==> config.mk <==
export PLATFORM = sky130hd
export DESIGN_NAME = tbpwm_channel
export DESIGN_NICKNAME = d
export VERILOG_FILES = /design/src/design/tbpwm_src_sel.v /design/src/design/tbpwm_channel.v
export VERILOG_INCLUDE_DIRS = /design/src /design/src/design
export SDC_FILE = /design/constraint.sdc
export NUM_CORES = 1
export LEC_CHECK = 0
export BUFFER_PORTS_ARGS = -buffer_cell sky130_fd_sc_hd__clkbuf_2
export CAP_MARGIN = 20
export CORE_MARGIN = 1.5
export CORE_UTILIZATION = 45
export CTS_BUF_LIST = sky130_fd_sc_hd__clkbuf_16
export DETAILED_ROUTE_END_ITERATION = 6
export GPL_TIMING_DRIVEN = 1
export PLACE_DENSITY = 0.76
export SLEW_MARGIN = 15
export SYNTH_ARGS = -nofsm -noshare
export SYNTH_HDL_FRONTEND = slang
export SYNTH_HIERARCHICAL = 1
export SYNTH_SLANG_ARGS = --single-unit
==> constraint.sdc <==
create_clock -name clk -period 2.8 [get_ports clk]
set_input_delay 0.28 -clock clk [delete_from_list [all_inputs] [get_ports clk]]
set_output_delay 0.28 -clock clk [all_outputs]
set_load 0.01 [all_outputs]
==> src/design/tbpwm_defines.vh <==
// register map, field positions and reset values of the timer based pwm channel
`ifndef TBPWM_DEFINES_VH
`define TBPWM_DEFINES_VH

// register bus geometry
`define TBPWM_ADDR_W      3
`define TBPWM_DATA_W      8

// register offsets
`define TBPWM_OFS_CTRL    3'h0
`define TBPWM_OFS_DUTY_HI 3'h1
`define TBPWM_OFS_DUTY_LO 3'h2
`define TBPWM_OFS_TSEL    3'h3

// channel_control_reg fields
`define TBPWM_CTRL_EN     7
`define TBPWM_CTRL_OUT    5
`define TBPWM_CTRL_POL    4

// duty_low_reg field, the two least significant duty bits
`define TBPWM_DCL_MSB     7
`define TBPWM_DCL_LSB     6

// timer_select_reg field
`define TBPWM_TSEL_MSB    1
`define TBPWM_TSEL_LSB    0

// timer_source_field codes
`define TBPWM_SRC_NONE    2'h0
`define TBPWM_SRC_T0      2'h1
`define TBPWM_SRC_T1      2'h2
`define TBPWM_SRC_T2      2'h3

// reset values
`define TBPWM_RST_EN      1'b0
`define TBPWM_RST_POL     1'b0
`define TBPWM_RST_DUTY_HI 8'h00
`define TBPWM_RST_DUTY_LO 2'h0
`define TBPWM_RST_TSEL    2'h1
`define TBPWM_RST_DUTY    10'h000

`endif

==> src/design/tbpwm_src_sel.v <==
// selects the time base of one of the shared 8-bit period timers
`timescale 1ns/100ps
`include "tbpwm_defines.vh"

module tbpwm_src_sel #(
  parameter N_TIMERS = 3
) (
  // selection
  input  wire [1:0]            sel,
  // all timers, timer 0 in the lowest slice
  input  wire [8*N_TIMERS-1:0] cnt_all,
  input  wire [2*N_TIMERS-1:0] pre_all,
  input  wire [N_TIMERS-1:0]   div1_all,
  input  wire [N_TIMERS-1:0]   roll_all,
  // selected timer
  output reg  [7:0]            cnt,
  output reg  [1:0]            pre,
  output reg                   div1,
  output reg                   roll,
  output reg                   valid
);

  // code 00 is reserved and selects no timer at all
  function hit;
    input [1:0] code;
    input integer idx;
    begin
      hit = (code != `TBPWM_SRC_NONE) && ({30'h0, code} == idx + 1);
    end
  endfunction

  integer i;

  always @* begin
    cnt   = 8'h00;
    pre   = 2'h0;
    div1  = 1'b0;
    roll  = 1'b0;
    valid = 1'b0;
    for (i = 0; i < N_TIMERS; i = i + 1) begin
      if (hit(sel, i)) begin
        cnt   = cnt_all[8*i +: 8];
        pre   = pre_all[2*i +: 2];
        div1  = div1_all[i];
        roll  = roll_all[i];
        valid = 1'b1;
      end
    end
  end

endmodule

==> src/design/tbpwm_channel.v <==
// standard pwm channel driven by a selectable shared period timer
//
// Local design decisions: the address-and-strobe port and the address map.
`timescale 1ns/100ps
`include "tbpwm_defines.vh"

// Overview of operation
// - disabled output holds idle level set by polarity
// - period is (period_register+1)*4*tosc*prescale
// - on timer rollover latch duty, drive active unless duty is zero
// - width beyond period leaves output unchanged
// - duty value is high reg plus low bits
// - duty double-buffered, new value at rollover
// - time base is count plus phase/prescaler bits
// - active width is duty times tosc times prescale
// - duty ratio is duty over 4*(period+1)
// - full ten bits when period register is 255
// - sleep freezes state and output level
// - reset returns every register to reset value
// - output timing derives from system clock only
// - enable bit is control bit 7
// - control bit 5 reads live output level
// - polarity bit 4 selects active-low output
// - one of three timers is the time base
// - source codes 01,10,11 pick timers; 00 reserved
module tbpwm_channel #(
  parameter N_TIMERS = 3
) (
  // clock and reset
  input  wire                  clk,
  input  wire                  reset_n,
  // register port
  input  wire [`TBPWM_ADDR_W-1:0] addr,
  input  wire [`TBPWM_DATA_W-1:0] wr_data,
  input  wire                  wr_en,
  input  wire                  rd_en,
  output reg  [`TBPWM_DATA_W-1:0] rd_data,
  // shared timers, timer 0 in the lowest slice
  input  wire [8*N_TIMERS-1:0] timer_count,
  input  wire [2*N_TIMERS-1:0] timer_prescale_bits,
  input  wire [N_TIMERS-1:0]   timer_prescale_one,
  input  wire [N_TIMERS-1:0]   timer_rollover,
  // system clock phase inside one timer increment
  input  wire [1:0]            clock_phase,
  // power state
  input  wire                  sleep,
  // channel output
  output reg                   pwm_out
);

  // output phase states
  localparam [2:0] ST_WAIT = 3'b001;
  localparam [2:0] ST_ON   = 3'b010;
  localparam [2:0] ST_OFF  = 3'b100;

  // software visible registers
  reg                  module_enable_bit;
  reg                  output_polarity_bit;
  reg  [7:0]           duty_high_reg;
  reg  [1:0]           duty_low_bits;
  reg  [1:0]           timer_source_field;

  // duty value actually compared against the time base
  reg  [9:0]           buffered_duty_value;
  reg  [2:0]           state;
  reg  [2:0]           next_state;
  reg  [9:0]           next_duty;
  reg                  next_out;
  reg  [`TBPWM_DATA_W-1:0] next_rd_data;
  reg  [`TBPWM_DATA_W-1:0] read_word;
  reg                  next_enable;
  reg                  next_polarity;
  reg  [7:0]           next_duty_high;
  reg  [1:0]           next_duty_low;
  reg  [1:0]           next_source;

  // selected timer
  wire [7:0]           base_timer_count;
  wire [1:0]           sel_pre;
  wire                 sel_div1;
  wire                 sel_roll;
  wire                 sel_valid;
  wire [1:0]           low_bits;
  wire [9:0]           time_base;
  wire [9:0]           duty_value;
  wire                 pulse_active;
  wire                 reg_wr_ctrl;
  wire                 reg_wr_dch;
  wire                 reg_wr_dcl;
  wire                 reg_wr_tsel;
  wire                 period_start;
  wire                 width_reached;
  wire                 idle_level;
  wire                 active_level;

  // the timer counts and prescales outside; only its state is used here
  tbpwm_src_sel #(
    .N_TIMERS (N_TIMERS)
  ) u_src_sel (
    .sel      (timer_source_field),
    .cnt_all  (timer_count),
    .pre_all  (timer_prescale_bits),
    .div1_all (timer_prescale_one),
    .roll_all (timer_rollover),
    .cnt      (base_timer_count),
    .pre      (sel_pre),
    .div1     (sel_div1),
    .roll     (sel_roll),
    .valid    (sel_valid)
  );

  // register writes

  // one address decode shared by every write strobe
  function reg_hit;
    input [`TBPWM_ADDR_W-1:0] a;
    input [`TBPWM_ADDR_W-1:0] ofs;
    begin
      reg_hit = (a == ofs);
    end
  endfunction

  assign reg_wr_ctrl = wr_en && reg_hit(addr, `TBPWM_OFS_CTRL);
  assign reg_wr_dch  = wr_en && reg_hit(addr, `TBPWM_OFS_DUTY_HI);
  assign reg_wr_dcl  = wr_en && reg_hit(addr, `TBPWM_OFS_DUTY_LO);
  assign reg_wr_tsel = wr_en && reg_hit(addr, `TBPWM_OFS_TSEL);

  // control: enable and polarity; bit 5 is read-only and has no storage
  // a polarity change acts at once, even in mid-pulse
  always @* begin
    next_enable   = module_enable_bit;
    next_polarity = output_polarity_bit;
    if (reg_wr_ctrl) begin
      next_enable   = wr_data[`TBPWM_CTRL_EN];
      next_polarity = wr_data[`TBPWM_CTRL_POL];
    end
  end

  always @(posedge clk or negedge reset_n) begin
    if (!reset_n) begin
      module_enable_bit   <= `TBPWM_RST_EN;
      output_polarity_bit <= `TBPWM_RST_POL;
    end else begin
      module_enable_bit   <= next_enable;
      output_polarity_bit <= next_polarity;
    end
  end

  // duty halves may be written in any order and at any time; neither
  // reaches the comparator before the next period start
  always @* begin
    next_duty_high = duty_high_reg;
    next_duty_low  = duty_low_bits;
    if (reg_wr_dch) begin
      next_duty_high = wr_data;
    end
    if (reg_wr_dcl) begin
      next_duty_low = wr_data[`TBPWM_DCL_MSB:`TBPWM_DCL_LSB];
    end
  end

  always @(posedge clk or negedge reset_n) begin
    if (!reset_n) begin
      duty_high_reg <= `TBPWM_RST_DUTY_HI;
      duty_low_bits <= `TBPWM_RST_DUTY_LO;
    end else begin
      duty_high_reg <= next_duty_high;
      duty_low_bits <= next_duty_low;
    end
  end

  // a reserved source code is kept as written; the channel then sees no
  // rollover and simply waits
  always @* begin
    next_source = timer_source_field;
    if (reg_wr_tsel) begin
      next_source = wr_data[`TBPWM_TSEL_MSB:`TBPWM_TSEL_LSB];
    end
  end

  always @(posedge clk or negedge reset_n) begin
    if (!reset_n) begin
      timer_source_field <= `TBPWM_RST_TSEL;
    end else begin
      timer_source_field <= next_source;
    end
  end

  // left-justified 10-bit duty, high register on top
  assign duty_value = {duty_high_reg, duty_low_bits};

  // register reads, answered in the following cycle

  // word of the addressed register; unmapped addresses and spare bits
  // read as zero
  always @* begin
    read_word = {`TBPWM_DATA_W{1'b0}};
    case (addr)
      `TBPWM_OFS_CTRL: begin
        read_word[`TBPWM_CTRL_EN]  = module_enable_bit;
        read_word[`TBPWM_CTRL_OUT] = pwm_out;
        read_word[`TBPWM_CTRL_POL] = output_polarity_bit;
      end
      `TBPWM_OFS_DUTY_HI: begin
        read_word = duty_high_reg;
      end
      `TBPWM_OFS_DUTY_LO: begin
        read_word[`TBPWM_DCL_MSB:`TBPWM_DCL_LSB] = duty_low_bits;
      end
      `TBPWM_OFS_TSEL: begin
        read_word[`TBPWM_TSEL_MSB:`TBPWM_TSEL_LSB] = timer_source_field;
      end
      default: begin
        read_word = {`TBPWM_DATA_W{1'b0}};
      end
    endcase
  end

  // the port reads zero outside the cycle after a read strobe
  always @* begin
    next_rd_data = {`TBPWM_DATA_W{1'b0}};
    if (rd_en) begin
      next_rd_data = read_word;
    end
  end

  // registered, so the answer stands for the whole following cycle
  always @(posedge clk or negedge reset_n) begin
    if (!reset_n) begin
      rd_data <= {`TBPWM_DATA_W{1'b0}};
    end else begin
      rd_data <= next_rd_data;
    end
  end

  // time base

  // at 1:1 the timer steps every four system clocks, so the clock phase
  // gives the two extra bits; otherwise the prescaler counter does
  assign low_bits  = sel_div1 ? clock_phase : sel_pre;
  // with the period register at 255 all 1024 steps are reachable
  assign time_base = {base_timer_count, low_bits};

  // output phase machine

  // a period starts on a rollover of a valid source, never in sleep
  assign period_start  = sel_valid && sel_roll && !sleep;
  // a width past the period never matches, so the level stays
  assign width_reached = (time_base == buffered_duty_value);

  always @* begin
    next_state = state;
    if (sleep) begin
      // timer is halted; nothing moves until wake
      next_state = state;
    end else if (period_start) begin
      if (duty_value != 10'h000) begin
        next_state = ST_ON;
      end else begin
        next_state = ST_OFF;
      end
    end else begin
      case (state)
        ST_WAIT: begin
          // no period has started since reset; the output is inactive
          next_state = ST_WAIT;
        end
        ST_ON: begin
          // the pulse ends when the time base reaches the latched width
          if (width_reached) begin
            next_state = ST_OFF;
          end
        end
        ST_OFF: begin
          // the rest of the period stays inactive
          next_state = ST_OFF;
        end
        default: begin
          // an illegal code waits for the next period start
          next_state = ST_WAIT;
        end
      endcase
    end
  end

  // the comparator takes the buffered duty at a period start only, so a
  // write in mid-period never cuts the running pulse short
  always @* begin
    next_duty = buffered_duty_value;
    if (period_start) begin
      next_duty = duty_value;
    end
  end

  always @(posedge clk or negedge reset_n) begin
    if (!reset_n) begin
      state <= ST_WAIT;
    end else begin
      state <= next_state;
    end
  end

  always @(posedge clk or negedge reset_n) begin
    if (!reset_n) begin
      buffered_duty_value <= `TBPWM_RST_DUTY;
    end else begin
      buffered_duty_value <= next_duty;
    end
  end

  // output level

  // the phase machine keeps running while disabled, so enabling mid-period
  // gives a partial first pulse unless the ordered setup is followed
  assign pulse_active = (state == ST_ON);

  // level shown while the channel is off, and the level driven when on
  assign idle_level   = output_polarity_bit;
  assign active_level = pulse_active ^ output_polarity_bit;

  always @* begin
    if (sleep) begin
      // sleep freezes the output at whatever it drives now
      next_out = pwm_out;
    end else if (!module_enable_bit) begin
      next_out = idle_level;
    end else begin
      next_out = active_level;
    end
  end

  // pin direction and routing stay outside; this is only the level
  always @(posedge clk or negedge reset_n) begin
    if (!reset_n) begin
      pwm_out <= `TBPWM_RST_POL;
    end else begin
      pwm_out <= next_out;
    end
  end

endmodule

# After elaboration in Yosys (flattened, before gate mapping)
# Index checks and enable logic that the tools add are counted.
totals:
  out_inout_bits: 9
  word_cells: 62
  inputBits: 54
  reg_bits: 36
op_classes:
  bitwise_logic: 2
  reduce_logical: 14
  n_mux: 27
  eq_ne: 10
ops:
  columns: ["op", "count"]
  rows:
  - ["two-way mux 8 bit", 4]
  - ["equality test 10 bit", 1]
  - ["two-way mux 1 bit", 10]
  - ["two-way mux 2 bit", 5]
  - ["nonzero test 10 bit", 1]
  - ["equality test 3 x 2 -> 1 bit (second input constant)", 3]
  - ["logical AND 1 bit", 9]
  - ["two-way mux 3 bit", 3]
  - ["case mux 2 bit (2 select lines)", 2]
  - ["case mux 3 bit (2 select lines)", 1]
  - ["equality test 2 bit (second input constant)", 2]
  - ["equality test 3 x 1 -> 1 bit (second input constant)", 1]
  - ["equality test 3 bit (second input constant)", 1]
  - ["logical NOT 3 bit", 1]
  - ["inequality test 3 x 1 -> 1 bit (second input constant)", 1]
  - ["case mux 1 bit (3 select lines)", 1]
  - ["equality test 2 x 1 -> 1 bit (second input constant)", 1]
  - ["case mux 1 bit (2 select lines)", 1]
  - ["AND reduction 2 bit", 1]
  - ["nonzero test 2 bit", 1]
  - ["logical NOT 1 bit", 1]
  - ["NOT 1 bit", 1]
  - ["XOR 1 bit", 1]

# Longest topological paths before layout
depth:
  word_depth: 10
  ltp_mapped: 7
  mapped_depth_nobuf: 6

# Modules after synthesis
# The synthesis kept the hierarchy.
by_module_without_submodules:
  columns: ["mod", "cells_each", "area_each_um2", "seq_area_each_um2", "instances"]
  rows:
  - ["tbpwm_channel", 128, 1664.1, 903.4, 1]
  - ["tbpwm_src_sel", 29, 311.5, 0.0, 1]

# Worst setup path after synthesis
# No wires, ideal clock.
synth_path:
  path_type: "reg2reg"
  startpoint: "reg timer_source_field[0]"
  endpoint: "reg state[1]"
  arrival_ns: 2.014
  n_path_buf: 1
  setup_time_ns: 0.126
  required_ns: 2.674
  synth_period_minus_slack_ns: 2.140
  slack_ns: 0.660
  stages_incl_launch_ff: 8
  path_cell_list: "dfstp_2 > buf_6 > mux2_4 > a22o_1 > xor2_1 > nor4_2 > nand4_1 > a221o_1"
synth_between:
  elab_cells_between_ends: 29
  cone_classes: "eq/ne: 5; mux: 17; reduce/logical: 7"
synth_rtl:
  columns: ["item", "line_no", "text"]
  rows:
  - ["start: declaration", "tbpwm_channel.v:61", "reg [1:0] timer_source_field;"]
  - ["start signal: assignment", "tbpwm_channel.v:183", "timer_source_field <= `TBPWM_RST_TSEL;"]
  - ["start signal: assignment", "tbpwm_channel.v:185", "timer_source_field <= next_source;"]
  - ["equality test 2 x 1 -> 1 bit or nonzero test 2 bit (tied branches)", null, null]
  - ["logical AND 1 bit", "tbpwm_src_sel.v:28", "hit = (code != `TBPWM_SRC_NONE) && ({30'h0, code} == idx + 1);"]
  - ["two-way mux 8 bit (2 in series)", "tbpwm_src_sel.v:41", "if (hit(sel, i)) begin"]
  - ["two-way mux 8 bit (*)", "tbpwm_src_sel.v:41", null]
  - ["named net base_timer_count[5]", "tbpwm_channel.v:78", "wire [7:0] base_timer_count;"]
  - ["equality test 10 bit (*)", "tbpwm_channel.v:249", "assign width_reached = (time_base == buffered_duty_value);"]
  - ["inequality test 3 x 1 -> 1 bit (no line) (*)", null, null]
  - ["AND reduction 2 bit (no line) (*)", null, null]
  - ["end signal: assignment", "tbpwm_channel.v:299", "state <= next_state;"]
  - ["end: declaration", "tbpwm_channel.v:65", "reg [2:0] state;"]
# Mark *: on every way through the listed nets, which the timed path passes. The rest lies on a longest branch.
# A chain may end at the register's enable or synchronous reset.

# Final worst setup path
layout_path:
  startpoint: "reg timer_source_field[0]"
  endpoint: "reg state[1]"
layout_between:
  elab_chain_cells: 9
  elab_cells_between_ends: 29
  cone_classes: "eq/ne: 5; mux: 17; reduce/logical: 7"
layout_rtl:
  columns: ["item", "line_no", "text"]
  rows:
  - ["equality test 2 x 1 -> 1 bit or nonzero test 2 bit (tied branches)", null, null]
  - ["logical AND 1 bit", "tbpwm_src_sel.v:28", null]
  - ["two-way mux 1 bit (2 in series)", "tbpwm_src_sel.v:41", null]
  - ["two-way mux 1 bit (*)", "tbpwm_src_sel.v:41", null]
  - ["named net sel_div1", "tbpwm_channel.v:80", "wire sel_div1;"]
  - ["two-way mux 2 bit (*)", "tbpwm_channel.v:240", "assign low_bits = sel_div1 ? clock_phase : sel_pre;"]
  - ["equality test 10 bit (*)", "tbpwm_channel.v:249", null]
  - ["inequality test 3 x 1 -> 1 bit (no line) (*)", null, null]
  - ["AND reduction 2 bit (no line) (*)", null, null]
# Marks and branches as above.

==> summary.md <==
| Metric | Value |
|---|---|
| Maxcap violations | `0` |
| Warnings, synthesis | `6` |
| P&R area growth vs syn | `24.7%` |
| Share of the synthesized area in the top cell type | `a little over two fifths` |
| DIE AREA | `between 4000 and 5000 um2` |
| Via count | `between 1,000 and 1,500` |
| # fillers | `360` |
| Clk pwr share | `27.4%` |
| Final period util | `87.1%` |
| Finished Layout Cells | `272` |
| Syn Inst Count | `157` |
| Leak | `1.23 nW` |
| Max FFs per register | `10` |
| First-pass GRT wire length | `7590 um` |
| Fin nets | `around 280` |
| Chip width | `69.3 um` |
| Most used routing layer in global routing | `met2` |
| Fmax | `410 MHz` |
| Setup tns final | `0 ns` |
| Final Hold Viols | `0` |
| Starting DRT DRC Count | `56` |
| Async set or reset register ratio after synthesis | `100%` |
| Core box area | `4120 um2` |
| CP Class | `reg2reg` |
| Worst skew pair latency | `between 0.2 and 0.3 ns` |
| Root Driver | `clkbuf_16` |
| Met1 Usage GRT | `21.8%` |
| Clock sinks | `36` |
| Setup-failing EPs final | `0` |
| Port bufs | `62` |
| Vias/cell | `around 5.5` |
| Post-synth EDFFs | `0` |
| Largest net degree at the start of global routing | `37` |
| Sw Share | `30.2%` |
| Depth of the CTS H-tree | `2` |
| Wirelength per Cell | `between 15 and 20 um` |
| Sw power | `0.568 mW` |
| Global-route met3 utilization | `3.92%` |
| Combinational power share | `between 20 and 30%` |
| Footprint of the multi-input gates | `between 1000 and 1500 um2` |
| Global Route Usage Sum | `roughly a fifth` |
| Vias in the first global route | `1,704` |
| Synth Area per Inst | `~13 um2` |
| CTS Buf Count | `5` |
| Synthesized Nets | `211` |
| GPL Wtd Cong | `0.743` |
| Internal power | `about 1.3 mW` |
| CP required | `2.95 ns` |
| Maximum vdd drop | `between 0.3 and 0.4 mV` |
| Detailed placement HPWL | `3250 um` |
| Rows | `23` |
| Clock buffer depth | `2` |
| Clock skew | `0.00516 ns` |
| Dominant cell type by area after synthesis | `dfrtp_1` |
| Share of layout cells above drive strength 1 | `52.3%` |
| Initial antenna violation count | `0` |
| Slew headroom | `41.4%` |
| Antenna cell count | `0` |
| Initial Util | `roughly 48%` |
| FF+latch count, synth | `36` |
| Global route total overflow | `0` |
| Die Span Y | `69.3 um` |
| Critical path peak fanout | `16` |
| Hold Path Class | `in2async` |
| Top post-synthesis cells by area | `dfrtp_1 43%, mux2_2 15%, mux2_4 6.8%` |
| Final wirelength | `4300 um` |
| Sequential Power Share | `43.5%` |
| Sequential Area | `around 900 um2` |
| DRT antenna net count | `0` |
| Netlist cell types | `36` |
| Status | `complete, no violations` |
| CP startpoint kind | `register` |
| Dpl cells | `between 200 and 300` |
| Most used DFF post-synth | `dfrtp_1` |
| DRC violations left | `0` |
| Max-slew violations | `0` |
| Final Critical Period | `~2.4 ns` |
| Worst Setup End Kind | `register` |
| Hold buffers post-CTS | `0` |
| # IOs | `63` |
| Cell Area, Synth | `approximately 2000 um2` |
| Worst-path clk slew | `around 0.050 ns` |
| CTS tree | `built` |
| Unrepaired setup endpoints after global routing | `no` |
| Worst-margin pin slew | `0.878 ns` |
| Arrival @ worst endpoint | `2.59 ns` |
| Register area share after synthesis | `45.7%` |
| Met2 Resource Use GR | `35.6%` |
| TritonRoute pass-1 iters | `4` |
| PD cells | `764 nW/um2` |
## through the flow
step	setup WS [ns]	hold WS, ns	total power, mW	utilization, %	area [um2]
2_1_floorplan	0.660	-0.0156	1.21	-	1980
3_3_place_gp	0.369	0.423	1.35	56.4	2320
3_5_place_dp	0.235	0.436	1.37	56.4	2320
4_1_cts	0.223	0.147	1.89	59.7	2460
5_1_grt	0.174	0.194	2.00	59.9	2460
6_report	0.362	0.116	1.88	59.9	2460
## worst paths after layout
kind	slack, ns	start	cells past startpoint	endpoint
max	0.36	timer_source_field[0]$_DFFE_PN1P_	6	state[1]$_DFFE_PN0P_
min	0.12	reset_n	1	buffered_duty_value[6]$_DFFE_PN0N_
max reg2reg	0.36	timer_source_field[0]$_DFFE_PN1P_	6	state[1]$_DFFE_PN0P_
min reg2reg	0.53	pwm_out$_DFFE_PN0N_	2	pwm_out$_DFFE_PN0N_
max in group asynchronous	2.14	reset_n	1	timer_source_field[1]$_DFFE_PN0P_
min in group clk	0.24	wr_data[3]	2	duty_high_reg[3]$_DFFE_PN0P_
## layer usage
layer | vias up | share of wire [%]
li1 | 705 | -
met1 | 737 | 40
met2 | 29 | 55
met3 | 15 | 2.6
met4 | 0 | 3.1
met5 | - | 0
## logic make-up (layout without fill, tap and decap cells)
logic type	count (synthesis)	in the layout	synth area share, %
AO/OA/AOI/OAI	21	21	8.23
XOR/XNOR	12	12	5.32
buffers and inverters	8	73	2.34
flip-flops	36	36	45.7
multiplexers	43	43	25.8
AND/OR/NAND/NOR	37	37	12.6
## power by group through the flow
| stage | logic [mW] | registers [mW] | clock network, mW |
|---|---|---|---|
| 6_report | 0.548 | 0.818 | 0.515 |
| 5_1_grt | 0.610 | 0.840 | 0.554 |
| 3_3_place_gp | 0.532 | 0.815 | 0 |
| 4_1_cts | 0.549 | 0.814 | 0.523 |
| 2_1_floorplan | 0.442 | 0.772 | 0 |
| 3_5_place_dp | 0.545 | 0.823 | 0 |
## worst max-delay path, stage by stage, from the launching register on
cell and delay (ns):
dfstp_2 0.79, nor2b_4 0.39, a22o_1 0.25, mux2i_1 0.23, xor2_1 0.17, nand4_1 0.15
a221o_1 0.33
## cell type report
type                       count  area share [%]
timing repair buffer          64            13.2
inverter                       1           0.152
clock inverter                 3           0.508
sequential                    36            36.7
multi-input combinational    113            41.8
tap                           50            2.54
clock buffer                   5            5.08
## placed cells by master (no fill, tap or decap), types with 3 or more instances in the layout
| master | netlist | layout |
|---|---|---|
| nor2_1 | 10 | 10 |
| nor4_2 | 4 | 4 |
| nand2_1 | 4 | 4 |
| a21oi_1 | 3 | 3 |
| clkbuf_2 | 0 | 62 |
| mux2_4 | 9 | 9 |
| and3_1 | 3 | 3 |
| a22o_1 | 12 | 12 |
| clkbuf_16 | 0 | 5 |
| xor2_1 | 11 | 11 |
| mux2i_1 | 7 | 7 |
| dfrtp_1 | 34 | 34 |
| mux2_2 | 27 | 27 |
| inv_1 | 1 | 3 |
## Yosys cell counts, drive strengths merged, types with 2 or more instances
| master | number |
|---|---|
| mux2 | 36 |
| dfrtp | 34 |
| a22o | 12 |
| xor2 | 11 |
| nor2 | 10 |
| mux2i | 7 |
| buf | 6 |
| nand2 | 4 |
| nor4 | 4 |
| a21oi | 3 |
| and3 | 3 |
| a211oi | 2 |
| a31oi | 2 |
| dfstp | 2 |
| nand3b | 2 |
| nor2b | 2 |
| nor3 | 2 |
## what timing repair did
item                       4_1_cts  5_1_grt
setup buffers                    0        0
setup endpoints to repair        0        1
resized for setup                0        1
(Power assumes the default switching activity.)
